$ cat src/design/scs_pkg.sv
// Constants shared by the slave clock-stretch logic.
// Assumes a single system clock domain; nothing here is clocked.
package scs_pkg;

    // =========================================================
    // Falling-edge counting within a byte.
    // =========================================================
    // Count after a start: the start's own SCL fall brings it to zero.
    localparam logic [3:0] SCS_COUNT_START = 4'hF;
    localparam logic [3:0] SCS_COUNT_RESET = 4'hF;
    localparam logic [3:0] SCS_COUNT_ZERO = 4'h0;
    localparam logic [3:0] SCS_COUNT_FIRST = 4'h1;
    // Fall that ends the eighth bit, and fall that ends the acknowledge.
    localparam logic [3:0] SCS_FALL_BYTE_END = 4'h8;
    localparam logic [3:0] SCS_FALL_ACK_END = 4'h9;

    // =========================================================
    // Values after reset.
    // =========================================================
    localparam logic SCS_RELEASE_RESET = 1'b1;
    localparam logic SCS_UA_HOLD_RESET = 1'b0;
    localparam logic SCS_OE_RESET = 1'b0;
    localparam logic SCS_SCL_PIN_RESET = 1'b1;

endpackage : scs_pkg

$ cat src/design/scs_scl_sync.sv
// Two-stage synchroniser for the SCL pin with a falling-edge pulse.
// Assumes the pin is asynchronous to sys_clk_in and slower by far.
`timescale 1ns/10ps

module scs_scl_sync (
    input wire logic sys_clk_in,
    input wire logic reset_n_in,
    input wire logic scl_pin_in,
    output logic scl_level_out,
    output logic scl_fall_out
);

    logic stage_one;
    logic stage_two;
    logic stage_prev;
    logic next_stage_one;
    logic next_stage_two;
    logic next_stage_prev;

    // =========================================================
    // Synchroniser and edge finder.
    // =========================================================
    // The first stage feeds only the second; the edge finder looks at the later stages.
    always_comb begin
        next_stage_one = scl_pin_in;
        next_stage_two = stage_one;
        next_stage_prev = stage_two;
    end

    always_ff @(posedge sys_clk_in or negedge reset_n_in) begin
        if (!reset_n_in) begin
            stage_one <= scs_pkg::SCS_SCL_PIN_RESET;
            stage_two <= scs_pkg::SCS_SCL_PIN_RESET;
            stage_prev <= scs_pkg::SCS_SCL_PIN_RESET;
        end else begin
            stage_one <= next_stage_one;
            stage_two <= next_stage_two;
            stage_prev <= next_stage_prev;
        end
    end

    assign scl_level_out = stage_two;
    assign scl_fall_out = stage_prev & ~stage_two;

endmodule : scs_scl_sync

$ cat src/design/scs_clock_stretch.sv
// Clock-stretch control for the slave side of a two-wire serial port.
// Assumes a byte engine on sys_clk_in that reports start as a pulse, and byte kind, match, direction
// and acknowledge as levels, and a pad that turns scl_oe_out into an open-drain pull.
`timescale 1ns/10ps

module scs_clock_stretch (
    input wire logic sys_clk_in,
    input wire logic reset_n_in,
    input wire logic scl_pin_in,
    input wire logic port_enable_in,
    input wire logic start_seen_in,
    input wire logic byte_is_address_in,
    input wire logic address_match_in,
    input wire logic read_request_in,
    input wire logic ack_seen_in,
    input wire logic ten_bit_mode_in,
    input wire logic update_address_flag_in,
    input wire logic stretch_enable_in,
    input wire logic address_hold_enable_in,
    input wire logic data_hold_enable_in,
    input wire logic release_set_in,
    input wire logic release_clear_in,
    input wire logic address_write_in,
    output logic scl_out,
    output logic scl_oe_out,
    output logic scl_release_bit_out,
    output logic address_hold_active_out,
    output logic [3:0] fall_count_out
);

    logic scl_level;
    logic scl_fall;
    logic [3:0] fall_count;
    logic release_bit;
    logic ua_hold;
    logic scl_oe;
    logic scl_drive;
    logic [3:0] next_fall_count;
    logic next_release_bit;
    logic next_ua_hold;
    logic next_scl_oe;
    logic eighth_fall;
    logic ninth_fall;
    logic hw_clear;
    logic ua_set;
    logic hold_req;

    // =========================================================
    // Pin sampling.
    // =========================================================
    scs_scl_sync u_scl_sync (
        .sys_clk_in(sys_clk_in),
        .reset_n_in(reset_n_in),
        .scl_pin_in(scl_pin_in),
        .scl_level_out(scl_level),
        .scl_fall_out(scl_fall)
    );

    // =========================================================
    // Falling-edge counter.
    // =========================================================
    // A start loads a value whose next fall lands on zero, so bit falls count one to eight.
    always_comb begin
        next_fall_count = fall_count;
        if (!port_enable_in || start_seen_in) begin
            next_fall_count = scs_pkg::SCS_COUNT_START;
        end else if (scl_fall) begin
            if (fall_count == scs_pkg::SCS_COUNT_START) begin
                next_fall_count = scs_pkg::SCS_COUNT_ZERO;
            end else if (fall_count == scs_pkg::SCS_FALL_ACK_END) begin
                next_fall_count = scs_pkg::SCS_COUNT_FIRST;
            end else begin
                next_fall_count = 4'(fall_count + scs_pkg::SCS_COUNT_FIRST);
            end
        end
    end

    assign eighth_fall = scl_fall && (next_fall_count == scs_pkg::SCS_FALL_BYTE_END);
    assign ninth_fall = scl_fall && (next_fall_count == scs_pkg::SCS_FALL_ACK_END);

    // =========================================================
    // Hardware hold decisions.
    // =========================================================
    // The buffer-full flag is deliberately absent here, so an early read cannot cancel a hold.
    always_comb begin
        hw_clear = 1'b0;
        ua_set = 1'b0;
        if (eighth_fall) begin
            if (byte_is_address_in && address_match_in && address_hold_enable_in) begin
                hw_clear = 1'b1;
            end
            if (!byte_is_address_in && !read_request_in && data_hold_enable_in) begin
                hw_clear = 1'b1;
            end
        end
        if (ninth_fall) begin
            if (byte_is_address_in && ack_seen_in && read_request_in) begin
                hw_clear = 1'b1;
            end
            if (stretch_enable_in && ack_seen_in) begin
                hw_clear = 1'b1;
            end
            if (byte_is_address_in && ten_bit_mode_in && update_address_flag_in) begin
                ua_set = 1'b1;
            end
        end
    end

    // =========================================================
    // Release bit, update-address hold and SCL drive.
    // =========================================================
    assign hold_req = !release_bit || ua_hold;

    always_comb begin
        next_release_bit = release_bit;
        next_ua_hold = ua_hold;
        next_scl_oe = scl_oe;
        if (!port_enable_in) begin
            next_release_bit = scs_pkg::SCS_RELEASE_RESET;
            next_ua_hold = scs_pkg::SCS_UA_HOLD_RESET;
            next_scl_oe = scs_pkg::SCS_OE_RESET;
        end else begin
            // A hardware clear beats a software write in the same cycle, so no hold is missed.
            if (hw_clear) begin
                next_release_bit = 1'b0;
            end else if (release_set_in) begin
                next_release_bit = 1'b1;
            end else if (release_clear_in) begin
                next_release_bit = 1'b0;
            end
            if (ua_set) begin
                next_ua_hold = 1'b1;
            end else if (address_write_in) begin
                next_ua_hold = 1'b0;
            end
            if (!hold_req) begin
                next_scl_oe = 1'b0;
            end else if (!scl_level) begin
                next_scl_oe = 1'b1;
            end
        end
    end

    always_ff @(posedge sys_clk_in or negedge reset_n_in) begin
        if (!reset_n_in) begin
            fall_count <= scs_pkg::SCS_COUNT_RESET;
            release_bit <= scs_pkg::SCS_RELEASE_RESET;
            ua_hold <= scs_pkg::SCS_UA_HOLD_RESET;
            scl_oe <= scs_pkg::SCS_OE_RESET;
            scl_drive <= 1'b0;
        end else begin
            fall_count <= next_fall_count;
            release_bit <= next_release_bit;
            ua_hold <= next_ua_hold;
            scl_oe <= next_scl_oe;
            scl_drive <= 1'b0;
        end
    end

    // Once we let go, the wire stays low until the master and others let go too.
    assign scl_out = scl_drive;
    assign scl_oe_out = scl_oe;
    assign scl_release_bit_out = release_bit;
    assign address_hold_active_out = ua_hold;
    assign fall_count_out = fall_count;
endmodule : scs_clock_stretch

$ cat config.mk
export PLATFORM = sky130hd
export DESIGN_NAME = scs_clock_stretch
export DESIGN_NICKNAME = d
export VERILOG_FILES = /design/src/design/scs_pkg.sv /design/src/design/scs_scl_sync.sv /design/src/design/scs_clock_stretch.sv
export SDC_FILE = /design/constraint.sdc
export NUM_CORES = 1
export LEC_CHECK = 0
export ABC_CLOCK_PERIOD_IN_PS = 2400
export BUFFER_PORTS_ARGS = -buffer_cell sky130_fd_sc_hd__buf_2
export CORE_AREA = 2 2 39 41
export CTS_CLUSTER_SIZE = 12
export DETAILED_ROUTE_END_ITERATION = 6
export DIE_AREA = 0 0 41 43
export HOLD_SLACK_MARGIN = 0.15
export PLACE_DENSITY = 0.75
export SETUP_SLACK_MARGIN = 0.02
export SLEW_MARGIN = 30
export SYNTH_ARGS = -nofsm -noshare
export SYNTH_HDL_FRONTEND = slang
export SYNTH_SLANG_ARGS = --single-unit
$ cat constraint.sdc
create_clock -name sys_clk_in -period 2.4 [get_ports sys_clk_in]
set_input_delay 0.12 -clock sys_clk_in [delete_from_list [all_inputs] [get_ports sys_clk_in]]
set_output_delay 0.12 -clock sys_clk_in [all_outputs]
set_load 0.005 [all_outputs]
# Yosys cells after proc, flatten, opt, wreduce, memory -nomap -nowiden
# Index checks and enable logic that the tools add are counted.
[totals]
ff_bits = 10
inputBits = 17
out_inout_bits = 8
wordCells = 56
[op_classes]
addsub = 1
eq_ne = 7
n_mux = 22
n_bitwise = 2
reduce_logical = 17
[op_table]
columns = ["cell", "count"]
rows = [
  ["$mux 1", 18],
  ["$eq 4x4->1 const B", 4],
  ["$mux 4", 4],
  ["$logic_and 1x1->1", 11],
  ["$add 4x1->4 const B", 1],
  ["$logic_not 1->1", 4],
  ["$ne 4x1->1 const B", 1],
  ["$ne 3x1->1 const B", 1],
  ["$ne 3x3->1 const B", 1],
  ["$logic_or 1x1->1", 2],
  ["$and 1x1->1", 1],
  ["$not 1->1", 1],
]

# Longest topological paths before layout
# Gate-level depths: netlist (run 1).
[logic_depth]
word_depth = 13
ltp_mapped = 7
mapped_depth_nobuf = 7

# Modules after synthesis
# Synthesis (run 1) repeated with hierarchy kept, for this count alone.
[hier_totals]
cells_unflattened = 58
area_unflattened_um2 = 626.9
[by_module_without_submodules]
columns = ["module", "n_inst", "cells_each", "area_each_um2", "seq_area_each_um2"]
rows = [
  ["scs_clock_stretch", 1, 54, 534.3, 181.4],
  ["scs_scl_sync", 1, 4, 92.6, 78.8],
]

# Worst setup path before layout (run 1)
# No wires, ideal clock.
[synth_path]
path_kind = "reg2reg"
start = "reg fall_count[1], in the netlist fall_count_out[1]"
end = "reg ua_hold, in the netlist address_hold_active_out"
setup_ns = 0.120
t_arrival_ns = 1.509
t_required_ns = 2.280
path_slack_ns = 0.772
path_stages_with_launch = 7
n_path_buf = 0
synth_period_minus_slack_ns = 1.628
cell_sequence = "dfstp_2 -> inv_1 -> ha_1 -> mux2_2 -> a21oi_1 -> nor3_2 -> a31o_1"
[synth_between]
elab_chain_cells = 10
elab_cells_between_ends = 13
cone_classes = "1 x add/sub; 4 x eq/ne; 7 x mux; 1 x reduce/logical"
[synth_rtl]
columns = ["element", "line", "text"]
rows = [
  ["start, declared", "scs_clock_stretch.sv:33", "logic [3:0] fall_count;"],
  ["start signal, assigned", "scs_clock_stretch.sv:146", "fall_count <= scs_pkg::SCS_COUNT_RESET;"],
  ["start signal, assigned", "scs_clock_stretch.sv:152", "fall_count <= next_fall_count;"],
  ["$add 4x1->4 / $eq 4x4->1 (equally long branches)", "scs_clock_stretch.sv:73, scs_clock_stretch.sv:70", ""],
  ["$mux 4", "scs_clock_stretch.sv:70", "end else if (fall_count == scs_pkg::SCS_FALL_ACK_END) begin"],
  ["$mux 4", "scs_clock_stretch.sv:68", "if (fall_count == scs_pkg::SCS_COUNT_START) begin"],
  ["$mux 4 (*)", "scs_clock_stretch.sv:67", "end else if (scl_fall) begin"],
  ["$mux 4 (*)", "scs_clock_stretch.sv:65", "if (!port_enable_in || start_seen_in) begin"],
  ["$eq 4x4->1 (*)", "scs_clock_stretch.sv:79", "assign ninth_fall = scl_fall && (next_fall_count == scs_pkg::SCS_FALL_ACK_END);"],
  ["$logic_and 1x1->1 (*)", "scs_clock_stretch.sv:79", ""],
  ["$mux 1 (*)", "scs_clock_stretch.sv:96", "if (ninth_fall) begin"],
  ["$mux 1", "scs_clock_stretch.sv:131", "if (ua_set) begin"],
  ["$mux 1", "scs_clock_stretch.sv:118", "if (!port_enable_in) begin"],
  ["end signal, assigned", "scs_clock_stretch.sv:148", "ua_hold <= scs_pkg::SCS_UA_HOLD_RESET;"],
  ["end signal, assigned", "scs_clock_stretch.sv:154", "ua_hold <= next_ua_hold;"],
  ["end, declared", "scs_clock_stretch.sv:35", "logic ua_hold;"],
]
# Every way passes the cells marked *; elsewhere a longest branch is shown, timed or not.
# A chain may end at the register's enable or synchronous reset.

# Worst setup path in the final report (run 1)
[layout_path]
start = "reg u_scl_sync.stage_prev"
end = "reg ua_hold, in the netlist address_hold_active_out"
[layout_between]
elab_chain_cells = 8
elab_cells_between_ends = 9
cone_classes = "2 x eq/ne; 5 x mux; 1 x bitwise; 1 x reduce/logical"
[layout_rtl]
columns = ["element", "line", "text"]
rows = [
  ["start, declared", "scs_scl_sync.sv:15", "logic stage_prev;"],
  ["start signal, assigned", "scs_scl_sync.sv:34", "stage_prev <= scs_pkg::SCS_SCL_PIN_RESET;"],
  ["start signal, assigned", "scs_scl_sync.sv:38", "stage_prev <= next_stage_prev;"],
  ["$and 1x1->1 (*)", "scs_scl_sync.sv:43", "assign scl_fall_out = stage_prev & ~stage_two;"],
  ["$mux 4", "scs_clock_stretch.sv:67", ""],
  ["$mux 4", "scs_clock_stretch.sv:65", ""],
  ["$eq 4x4->1", "scs_clock_stretch.sv:79", ""],
  ["$logic_and 1x1->1 (*)", "scs_clock_stretch.sv:79", ""],
  ["$mux 1 (*)", "scs_clock_stretch.sv:96", ""],
  ["$mux 1", "scs_clock_stretch.sv:131", ""],
  ["$mux 1", "scs_clock_stretch.sv:118", ""],
]
# Marked as above.

==> impl_results.md, run 1 <==
- Status: finished clean
- CTS root buffer: clkbuf_4
- Hold WC Path Type: in -> reg
- Post-route minimum period: about 1.9 ns
- Pleak: ~0.39 nW
- Tot GR Track Use: 0.189
- Final Wtd Congestion: roughly 0.73
- Async SR Flop Fraction: 1.00
- H-tree Lvls: 1
- Max IR drop VDD: just under 0.0003 V
- Clk slew on worst S/H paths: ~0.070 ns
- Slew HR: 0.664
- Worst Tran Pin Value: 0.503 ns
- Max-slew violation count: 0
- Gr ovfl total: 0
- Critical path startpoint category: flop
- Worst clock skew: approximately 0.0025 ns
- Register-to-Register Path Depth: 5
- Post-DR wirelength/cell: around 13 um
- PD cells: 510 mW/mm2
- Number of global-route vias before repair: around 540
- Initial antenna violation count: 0
- Final Cycle Share: 0.776
- Setup Crit Path Kind: reg -> reg
- Num CTS Buffers: 3
- 1st-pass router iterations: 4
- Unrepaired setup endpoints after global routing: false
- Vias after detailed routing: approximately 550
- Starting Density: 0.438
- Post-Syn Area: roughly 610 um2
- First-pass GRT wire length: around 2.2 mm
- CP endpoint kind: flop
- Hold Crit Start: release_set_in
- Pin count of the biggest net entering global routing: 11
- Setup_tns: 0 ns
- Die extent in x: approximately 41 um
- Post-Syn Area per Cell: between 10 and 15 um2
- Hold path depth: 4
- Crit Reg-Reg Endpoint: address_hold_active_out
- Worst EP required: 2.55 ns
- Vert. Die Dim: approximately 43 um
- # rows: 14
- Flop-to-flop setup slack: about 0.54 ns
- Fmax: approximately 540 MHz
- WHS: between 0.15 and 0.2 ns
- Register area share after synthesis: 0.430
- Nets: 107
- Routed wire length: between 1 and 1.5 mm
- CTS tree: yes
- Setup-failing EPs final: 0
- Clk sink count: 10
- Ys Warns: 0
- Worst setup margin: approximately 0.54 ns
- Syn nets: just under 80
- Clock latency on the worst-skew pair: 0.26 ns
- Core area: about 0.0014 mm2
- Crit path DAT: 2.01 ns
- Total of max-cap violations: 0
- DR iter-0 viols: 9
- Main flop type after synthesis: dfstp_2
- CTS max path bufs: 2
- Area Growth Syn to Fin: 31.8%
- Post-cts sizing count: 0
- Largest fanout on the critical path: 8
- Die area: between 0.0015 and 0.002 mm2
- Top Ports: 25
- Hold path endpoint: scl_release_bit_out
- Dpl ws: roughly 0.55 ns
- FF-to-FF Start: u_scl_sync.stage_prev
- Antenna diodes: 0
- DR DRC count: 0
- Buffers added on ports: 23
- Hold Violations, Final: 0
- Share of post-route cells with drive strength above 1: 0.471
- #FFs+latches synth: 10
- Number of synthesized flops with an enable pin: 0
- Post-route ant nets: 0
- Vias/cell: ~5.3
- Mapped Cells: 58
- Synth cell types: 33
flip-flops by register name, indices dropped and copies added, names as in the netlist:
signal	count
scl_release_bit_out	1
address_hold_active_out	1
fall_count_out	4
scl_oe_out	1
u_scl_sync.next_stage_two	1
u_scl_sync.stage_prev	1
u_scl_sync.scl_level_out	1
cell type report:
class,count,area (um2)
timing repair buffer,27,155
tap,16,20.0
clock buffer,4,36.3
multi-input combinational,41,308
fill,122,586
sequential,10,260
inverter,5,18.8
routing by layer:
layer	global-route usage	routed length, um	vias to the layer above
met5	0	0	-
met4	0.0800	6	0
met3	0.0314	93	2
met2	0.309	684	27
met1	0.231	545	252
li1	-	-	265
cell families (layout without fill, tap and decap cells):
group / Yosys count / in the layout / synth area share
buf+inv: 7 / 36 / 0.0620
fa+ha+maj: 2 / 2 / 0.0413
other cells: 1 / 1 / 0.00619
compound gates: 15 / 15 / 0.207
flops: 10 / 10 / 0.430
mux: 2 / 2 / 0.0351
simple gates: 21 / 21 / 0.219
critical path, stage by stage, from the launching register on:
cell and delay (ns):
dfstp_2 0.53, nor2b_1 0.43, o221ai_1 0.21, a21oi_1 0.27, nor3_2 0.10, a31o_1 0.22
what timing repair did:
action                    CTS  global route
hold endpoints to repair   13             0
hold buffers                4             0
setup buffers               0             0
power breakdown:
group          total (mW)  leakage (nW)  internal, mW  switching (mW)
sequential          0.188         0.112         0.181         0.00765
clock               0.150        0.0210        0.0921          0.0577
combinational      0.0688         0.252        0.0357          0.0331
metrics by stage:
step / cells / total power [mW] / utilization / area [um2]
floorplan: 58 / 0.229 / - / 606
global placement: 95 / 0.252 / 0.522 / 722
detailed placement: 95 / 0.255 / 0.522 / 722
CTS: 103 / 0.412 / 0.577 / 798
global route: 103 / 0.427 / 0.577 / 798
finish: 103 / 0.407 / 0.577 / 798
synth_stat cells, types with 2 or more instances:
master	number	area, um2
a21oi_1	3	15.0
dfrtp_1	2	50.1
dfstp_2	8	210
ha_1	2	25.0
inv_1	5	18.8
nand2_1	5	18.8
nand3b_1	4	30.0
nor2_1	2	7.51
o211ai_1	2	15.0
o21ai_0	2	10.0
cell usage in the layout (no fill, tap or decap), types with 2 or more instances in the layout:
cell | netlist | final
nor2_1 | 2 | 2
inv_1 | 5 | 5
o21ai_0 | 2 | 2
dfstp_2 | 8 | 8
o211ai_1 | 2 | 2
nand3b_1 | 4 | 4
ha_1 | 2 | 2
buf_2 | 0 | 23
a21oi_1 | 3 | 3
clkbuf_4 | 0 | 3
dlygate4sd3_1 | 0 | 4
nand2_1 | 5 | 5
dfrtp_1 | 2 | 2
how the worst max path moves through the flow:
stage | depth (start not counted) | startpoint | endpoint | slack [ns]
final | 5 | u_scl_sync.stage_prev | address_hold_active_out | 0.54
after global routing | 5 | u_scl_sync.stage_prev | address_hold_active_out | 0.42
after CTS | 5 | u_scl_sync.stage_prev | address_hold_active_out | 0.56
after detailed placement | 5 | u_scl_sync.stage_prev | address_hold_active_out | 0.55
after global placement | 6 | fall_count_out[0] | address_hold_active_out | 0.62
after floorplan | 6 | fall_count_out[1] | address_hold_active_out | 0.77
(Power assumes the default switching activity.)
==> run 2: changes to the inputs <==
--- a/config.mk
+++ b/config.mk
@@ -5,12 +5,11 @@
 export SDC_FILE = /design/constraint.sdc
 export NUM_CORES = 1
 export LEC_CHECK = 0
-export ABC_CLOCK_PERIOD_IN_PS = 2400
+export ABC_CLOCK_PERIOD_IN_PS = 1860
 export BUFFER_PORTS_ARGS = -buffer_cell sky130_fd_sc_hd__buf_2
-export CORE_AREA = 2 2 39 41
+export CORE_UTILIZATION = 45
 export CTS_CLUSTER_SIZE = 12
 export DETAILED_ROUTE_END_ITERATION = 6
-export DIE_AREA = 0 0 41 43
 export HOLD_SLACK_MARGIN = 0.15
 export PLACE_DENSITY = 0.75
 export SETUP_SLACK_MARGIN = 0.02
==> constraint.sdc (replaced) <==
create_clock -name sys_clk_in -period 1.86 [get_ports sys_clk_in]
set_input_delay 0.093 -clock sys_clk_in [delete_from_list [all_inputs] [get_ports sys_clk_in]]
set_output_delay 0.093 -clock sys_clk_in [all_outputs]
set_load 0.005 [all_outputs]
==> run 2 against run 1 <==
  * Core utilization up 13 points
  * Hold slack got worse by 0.021 ns
  * Clock power is 33% higher
  * Largest cell class unchanged
  * Maximum frequency up 9.2%
  * Highest routed layer unchanged
  * Combinational power grew 38%
  * Via count down 2.4%
==> impl_results.md, run 2 (synthesized netlist as in run 1, its figures left out) <==
- Status: finished clean
- Multi-input logic area: 310 um2 (+0.81%)
- Post-Layout Inst Area: 831 um2 (+4.1%)
- Starting Density: 0.517 (+0.0795)
- Final Wtd Congestion: 0.835 (+14%)
- FF+latch area: 260 um2 (unchanged)
- Area Growth Syn to Fin: 37.2%
- Post-DR wirelength/cell: 11.9 um (-8.2%)
- Worst EP required: 2.06 ns (-0.49 ns)
- First-pass GRT wire length: 2.13 mm (-5.5%)
- Pleak: 0.404 nW (+4.9%)
- Core area: 0.00117 mm2 (-15%)
- Unrepaired setup endpoints after global routing: false
- Vias after detailed routing: 533 (-2.4%)
- # rows: 12 (-2)
- Worst clock skew: 0.000301 ns (-0.00221 ns)
- CP endpoint kind: flop
- Setup_tns: 0 ns (unchanged)
- Die area: 0.00150 mm2 (-15%)
- Nets: 111 (+3.7%)
- Buf/Inv on CP: 0 (unchanged)
- 1st-pass router iterations: 4 (unchanged)
- Fmax: 586 MHz (+9.2%)
- Max IR drop VDD: 0.000410 V (+39%)
- Setup-failing EPs final: 0 (unchanged)
- Hold Violations, Final: 0 (unchanged)
- Most frequent cells in the layout: buf_2 (23), dfstp_2 (8), inv_1 (5), nand2_1 (5), dlygate4sd3_1 (5)
- Top Ports: 25 (unchanged)
- Setup Crit Path Kind: reg -> reg
- Placed instance area: 734 um2 (+1.7%)
- # fillers: 95 (-22%)
- Crit path DAT: 1.91 ns (-0.10 ns)
- H-tree Lvls: 1 (unchanged)
- Die extent in x: 38.7 um (-5.6%)
- CTS max path bufs: 2 (unchanged)
- Initial antenna violation count: 0 (unchanged)
- Overall Power: 0.536 mW (+32%)
- PD cells: 646 mW/mm2 (+27%)
- Vias/cell: 5.08 (-4.2%)
- Share of post-route cells with drive strength above 1: 0.495 (+0.0232)
- DR iter-0 viols: 5 (-4)
- Max-slew violation count: 0 (unchanged)
- Total of max-cap violations: 0 (unchanged)
- Clk sink count: 10 (unchanged)
- Post-route minimum period: 1.71 ns (-0.156 ns)
- Hold WC Path Type: in -> reg
- CP peak stage delay: 0.59 ns (+0.06 ns)
- Final Cycle Share: 0.918 (+0.141)
- Num CTS Buffers: 3 (unchanged)
- Vert. Die Dim: 38.7 um (-10%)
- Pin count of the biggest net entering global routing: 11 (unchanged)
- Post-route ant nets: 0 (unchanged)
- DR DRC count: 0 (unchanged)
- Routed wire length: 1.25 mm (-6.4%)
- Slowest cell on crit path: dfstp_2
- Tot GR Track Use: 0.224 (+0.0348)
- CP Cell Sequence: ha_1 > nand2_1 > and3_4 > o31ai_4 > mux2i_1 > a21oi_2
- Gr ovfl total: 0 (unchanged)
- Largest fanout on the critical path: 7 (-1)
- Critical path startpoint category: flop
- Clk slew on worst S/H paths: 0.07 ns (about the same)
- Detailed placement HPWL: roughly 940 um
- Number of global-route vias before repair: 486 (-10%)
- CTS root buffer: clkbuf_4
- Clock latency on the worst-skew pair: 0.27 ns (about the same)
- CTS tree: yes
- Crit-path leading delay family: flip-flops
- Antenna diodes: 0 (unchanged)
- Most common cell after layout, fill and taps aside: buf_2
- Largest register FFs: 4 (unchanged)
- Buffers added on ports: 23 (unchanged)
[run 2: cell types whose count changed in the layout (fill, tap and decap cells not counted)]
cell           change
ha_2               +1
dlygate4sd3_1      +1
ha_1               -1
buf_4              +3
[run 2: path summary, 6_finish.rpt]
path | depth (start not counted) | slack [ns] | start | endpoint
worst max-delay path | 6 | 0.15 | fall_count_out[0] | scl_release_bit_out
worst min-delay path | 4 | 0.17 | data_hold_enable_in | scl_release_bit_out
worst max register to register | 6 | 0.15 | fall_count_out[0] | scl_release_bit_out
worst min register to register | 0 | 0.36 | u_scl_sync.next_stage_two | u_scl_sync.scl_level_out
max in group asynchronous | 2 | 1.40 | reset_n_in | fall_count_out[1]
min in group asynchronous | 2 | 0.20 | reset_n_in | scl_oe_out
[run 2: layer usage]
metal | vias to the layer above | routed length [um] | share of wire | track usage
met3 | 4 | 67 | 0.054 | 0.0694
met4 | 0 | 31 | 0.025 | 0.129
li1 | 273 | - | - | -
met5 | - | 0 | 0 | 0
met1 | 234 | 588 | 0.47 | 0.292
met2 | 22 | 557 | 0.45 | 0.321
[run 2: worst min-delay path, stage by stage]
cell	delay [ns]
buf_2	0.08
a32oi_1	0.04
mux2i_1	0.15
a21oi_2	0.08
[run 2: area by class of cell]
type                    instances  share of cell area
repair buffers                 31               0.226
clock buffers                   4              0.0437
flip-flops and latches         10               0.313
well taps                      14              0.0211
inverters                       5              0.0226
multi-input cells              41               0.373
[run 2: metrics by stage]
stage,instances,utilization,setup WS (ns),hold WS [ns]
global placement,95,0.627,0.103,-0.0395
global route,105,0.709,0.0317,0.213
detailed placement,95,0.627,0.135,-0.0330
floorplan,58,-,0.232,-0.203
CTS,104,0.701,0.119,0.173
finish,105,0.709,0.153,0.173
[run 2: power breakdown]
part / switching, mW / internal, mW
Sequential: 0.00900 / 0.233
Clock: 0.0802 / 0.119
Combinational: 0.0428 / 0.0521
Total: 0.132 / 0.404
[run 2: repair_timing]
action                                  4_1_cts  5_1_grt
hold endpoints to repair                     13        0
endpoints found under the setup margin        0        2
hold buffers                                  5        0
setup buffers                                 0        1
resized for setup                             0        1
==> run 3: changes to the inputs <==
--- a/config.mk
+++ b/config.mk
@@ -7,11 +7,11 @@
 export LEC_CHECK = 0
 export ABC_CLOCK_PERIOD_IN_PS = 1860
 export BUFFER_PORTS_ARGS = -buffer_cell sky130_fd_sc_hd__buf_2
-export CORE_UTILIZATION = 45
+export CORE_UTILIZATION = 30
 export CTS_CLUSTER_SIZE = 12
 export DETAILED_ROUTE_END_ITERATION = 6
 export HOLD_SLACK_MARGIN = 0.15
-export PLACE_DENSITY = 0.75
+export PLACE_DENSITY = 0.53
 export SETUP_SLACK_MARGIN = 0.02
 export SLEW_MARGIN = 30
 export SYNTH_ARGS = -nofsm -noshare
==> run 3 against run 2 <==
  * Sequential cell count unchanged
  * Clock-buffer cell count unchanged
  * Highest routed layer is now met3
  * Sequential power about the same
  * Non-clock buffer count down 1
  * Maximum frequency down 2.7%
  * Worst setup slack worse by 0.048 ns
==> impl_results.md, run 3 (synthesized netlist as in run 1, its figures left out) <==
- Status: finished clean
- Largest register FFs: 4 (unchanged)
- P_sw: 0.130 mW (-1.8%)
- Clock latency on the worst-skew pair: 0.26 ns (about the same)
- Clk slew on worst S/H paths: 0.07 ns (about the same)
- Die area: 0.00220 mm2 (+47%)
- Max IR drop VDD: 0.000478 V (+17%)
- Unrepaired setup endpoints after global routing: false
- CTS tree: yes
- Total of max-cap violations: 0 (unchanged)
- Crit Reg-Reg Endpoint: address_hold_active_out
- Initial antenna violation count: 0 (unchanged)
- Slowest cell on crit path: dfstp_2
- FF-to-FF Start: fall_count_out[0]
- Hold WC Path Type: in -> reg
- CP Cell Sequence: ha_2 > nand2b_1 > o221ai_1 > a21oi_2 > nor3_2 > a31o_1
- Share of post-route cells with drive strength above 1: 0.522 (+0.0277)
- Gr ovfl total: 0 (unchanged)
- Vias after detailed routing: 544 (+2.1%)
- Buffers added on ports: 23 (unchanged)
- Num CTS Buffers: 3 (unchanged)
- Sequential power share: 0.456 (+0.004)
- Post-route ant nets: 0 (unchanged)
- Clock network power share: 0.362 (-0.010)
- Worst clock skew: 0.00775 ns (+0.00745 ns)
- Sw Ratio: 0.243 (-0.00301)
- WHS: 0.182 ns (+0.00946 ns)
- Int Pwr: 0.404 mW (-0.20%)
- CP endpoint kind: flop
- Top Ports: 25 (unchanged)
- Setup_tns: 0 ns (unchanged)
- PD cells: 629 mW/mm2 (-2.5%)
- Pleak: 0.398 nW (-1.4%)
- CTS root buffer: clkbuf_4
- Core area: 0.00180 mm2 (+54%)
- Final Cycle Share: 0.943 (+0.0259)
- Worst EP required: 2.01 ns (-0.05 ns)
- Vert. Die Dim: 46.9 um (+21%)
- Tot GR Track Use: 0.139 (-0.0845)
- Die extent in x: 46.9 um (+21%)
- Nets: 110 (-0.90%)
- Setup-failing EPs final: 0 (unchanged)
- Largest fanout on the critical path: 7 (unchanged)
- First-pass GRT wire length: 2.13 mm (unchanged)
- # rows: 15 (+3)
- Post-DR wirelength/cell: 12.1 um (+2.0%)
- Buf/Inv on CP: 0 (unchanged)
- Area Growth Syn to Fin: 39.9%
- Final Wtd Congestion: 0.782 (-6.4%)
- Clk sink count: 10 (unchanged)
- Number of global-route vias before repair: 531 (+9.3%)
- Flop-to-flop setup slack: 0.11 ns (-0.05 ns)
- Detailed placement HPWL: 993 um (+5.8%)
- Most common cell after layout, fill and taps aside: buf_2
- # fillers: 184 (+94%)
- Worst Setup EP: address_hold_active_out
- Routed wire length: 1.39 mm (+12%)
- CTS max path bufs: 2 (unchanged)
- DR iter-0 viols: 7 (+2)
- Starting Density: 0.336 (-0.181)
- Fmax: 570 MHz (-2.7%)
- Setup Crit Path Kind: reg -> reg
- Antenna diodes: 0 (unchanged)
- DR DRC count: 0 (unchanged)
- Hold Violations, Final: 0 (unchanged)
- Post-route minimum period: 1.75 ns (+0.0482 ns)
- Most frequent cells in the layout: buf_2 (23), dfstp_2 (8), inv_1 (5), nand2_1 (5), dlygate4sd3_1 (5)
- Pin count of the biggest net entering global routing: 11 (unchanged)
- Vias/cell: 4.73 (-6.8%)
- Register-to-Register Path Depth: 6 (unchanged)
- Comb power frac: 0.182 (+0.005)
- Max-slew violation count: 0 (unchanged)
- Crit path DAT: 1.91 ns (about the same)
- 1st-pass router iterations: 4 (unchanged)
- CP peak stage delay: 0.58 ns (about the same)
- Critical Path Start: fall_count_out[0]
- Crit-path leading delay family: flip-flops
- WP depth: 6 (unchanged)
- H-tree Lvls: 1 (unchanged)
- Critical path startpoint category: flop
## run 3: cell types whose count changed in the layout (fill, tap and decap cells not counted)
cell	delta
a21oi_1	-2
ha_2	+1
a21oi_2	+2
ha_1	-1
buf_4	-1
## run 3: what timing repair did
action	CTS	global route
endpoints found under the hold margin	13	0
setup buffers	0	1
hold buffers	5	0
gates resized for setup	0	4
endpoints found under the setup margin	0	2
## run 3: worst min-delay path by stage
stage | startpoint | end | slack (ns) | cells after the start
6_report | ack_seen_in | scl_release_bit_out | 0.18 | 4
5_1_grt | reset_n_in | scl_oe_out | 0.24 | 2
4_1_cts | ack_seen_in | scl_release_bit_out | 0.19 | 4
3_5_place_dp | reset_n_in | scl_oe_out | -0.04 | 1
3_3_place_gp | reset_n_in | scl_oe_out | -0.04 | 1
2_1_floorplan | reset_n_in | address_hold_active_out | -0.20 | 0
## run 3: through the flow
step           instances  power, mW  setup slack (ns)   util  cell area (um2)
6_report             115      0.533             0.105  0.470              847
5_1_grt              115      0.563            0.0234  0.470              847
4_1_cts              114      0.534            0.0586  0.459              827
3_5_place_dp         105      0.329            0.0593  0.411              741
3_3_place_gp         105      0.329            0.0497  0.411              741
2_1_floorplan         58      0.295             0.232      -              606
## run 3: tightest hold or removal path, delay by kind of cell
kind | cells | cell delay (ns)
multiplexers | 1 | 0.16
AO/OA/AOI/OAI | 1 | 0.08
buffers and inverters | 1 | 0.07
AND/OR/NAND/NOR | 1 | 0.04
## run 3: routing by layer
layer	share of wire	GRT usage	wire [um]	vias up
li1	-	-	-	268
met1	0.42	0.170	588	251
met2	0.52	0.244	726	25
met3	0.054	0.0462	75	0
met4	0	0.0171	0	0
met5	0	0	0	-
## run 3: layout make-up
class	count	area (um2)	share of cell area
multi-input combinational	41	320	0.378
tap	25	31.3	0.0369
clock buffer	4	36.3	0.0428
timing repair buffer	30	180	0.213
sequential	10	260	0.307
inverter	5	18.8	0.0222
## run 3: power by group through the flow
| stage | registers, mW | logic [mW] | clock network (mW) |
|---|---|---|---|
| 4_1_cts | 0.243 | 0.0911 | 0.201 |
| 5_1_grt | 0.245 | 0.108 | 0.210 |
| 3_5_place_dp | 0.246 | 0.0831 | 0 |
| 6_report | 0.243 | 0.0973 | 0.193 |
| 2_1_floorplan | 0.244 | 0.0506 | 0 |
| 3_3_place_gp | 0.246 | 0.0823 | 0 |
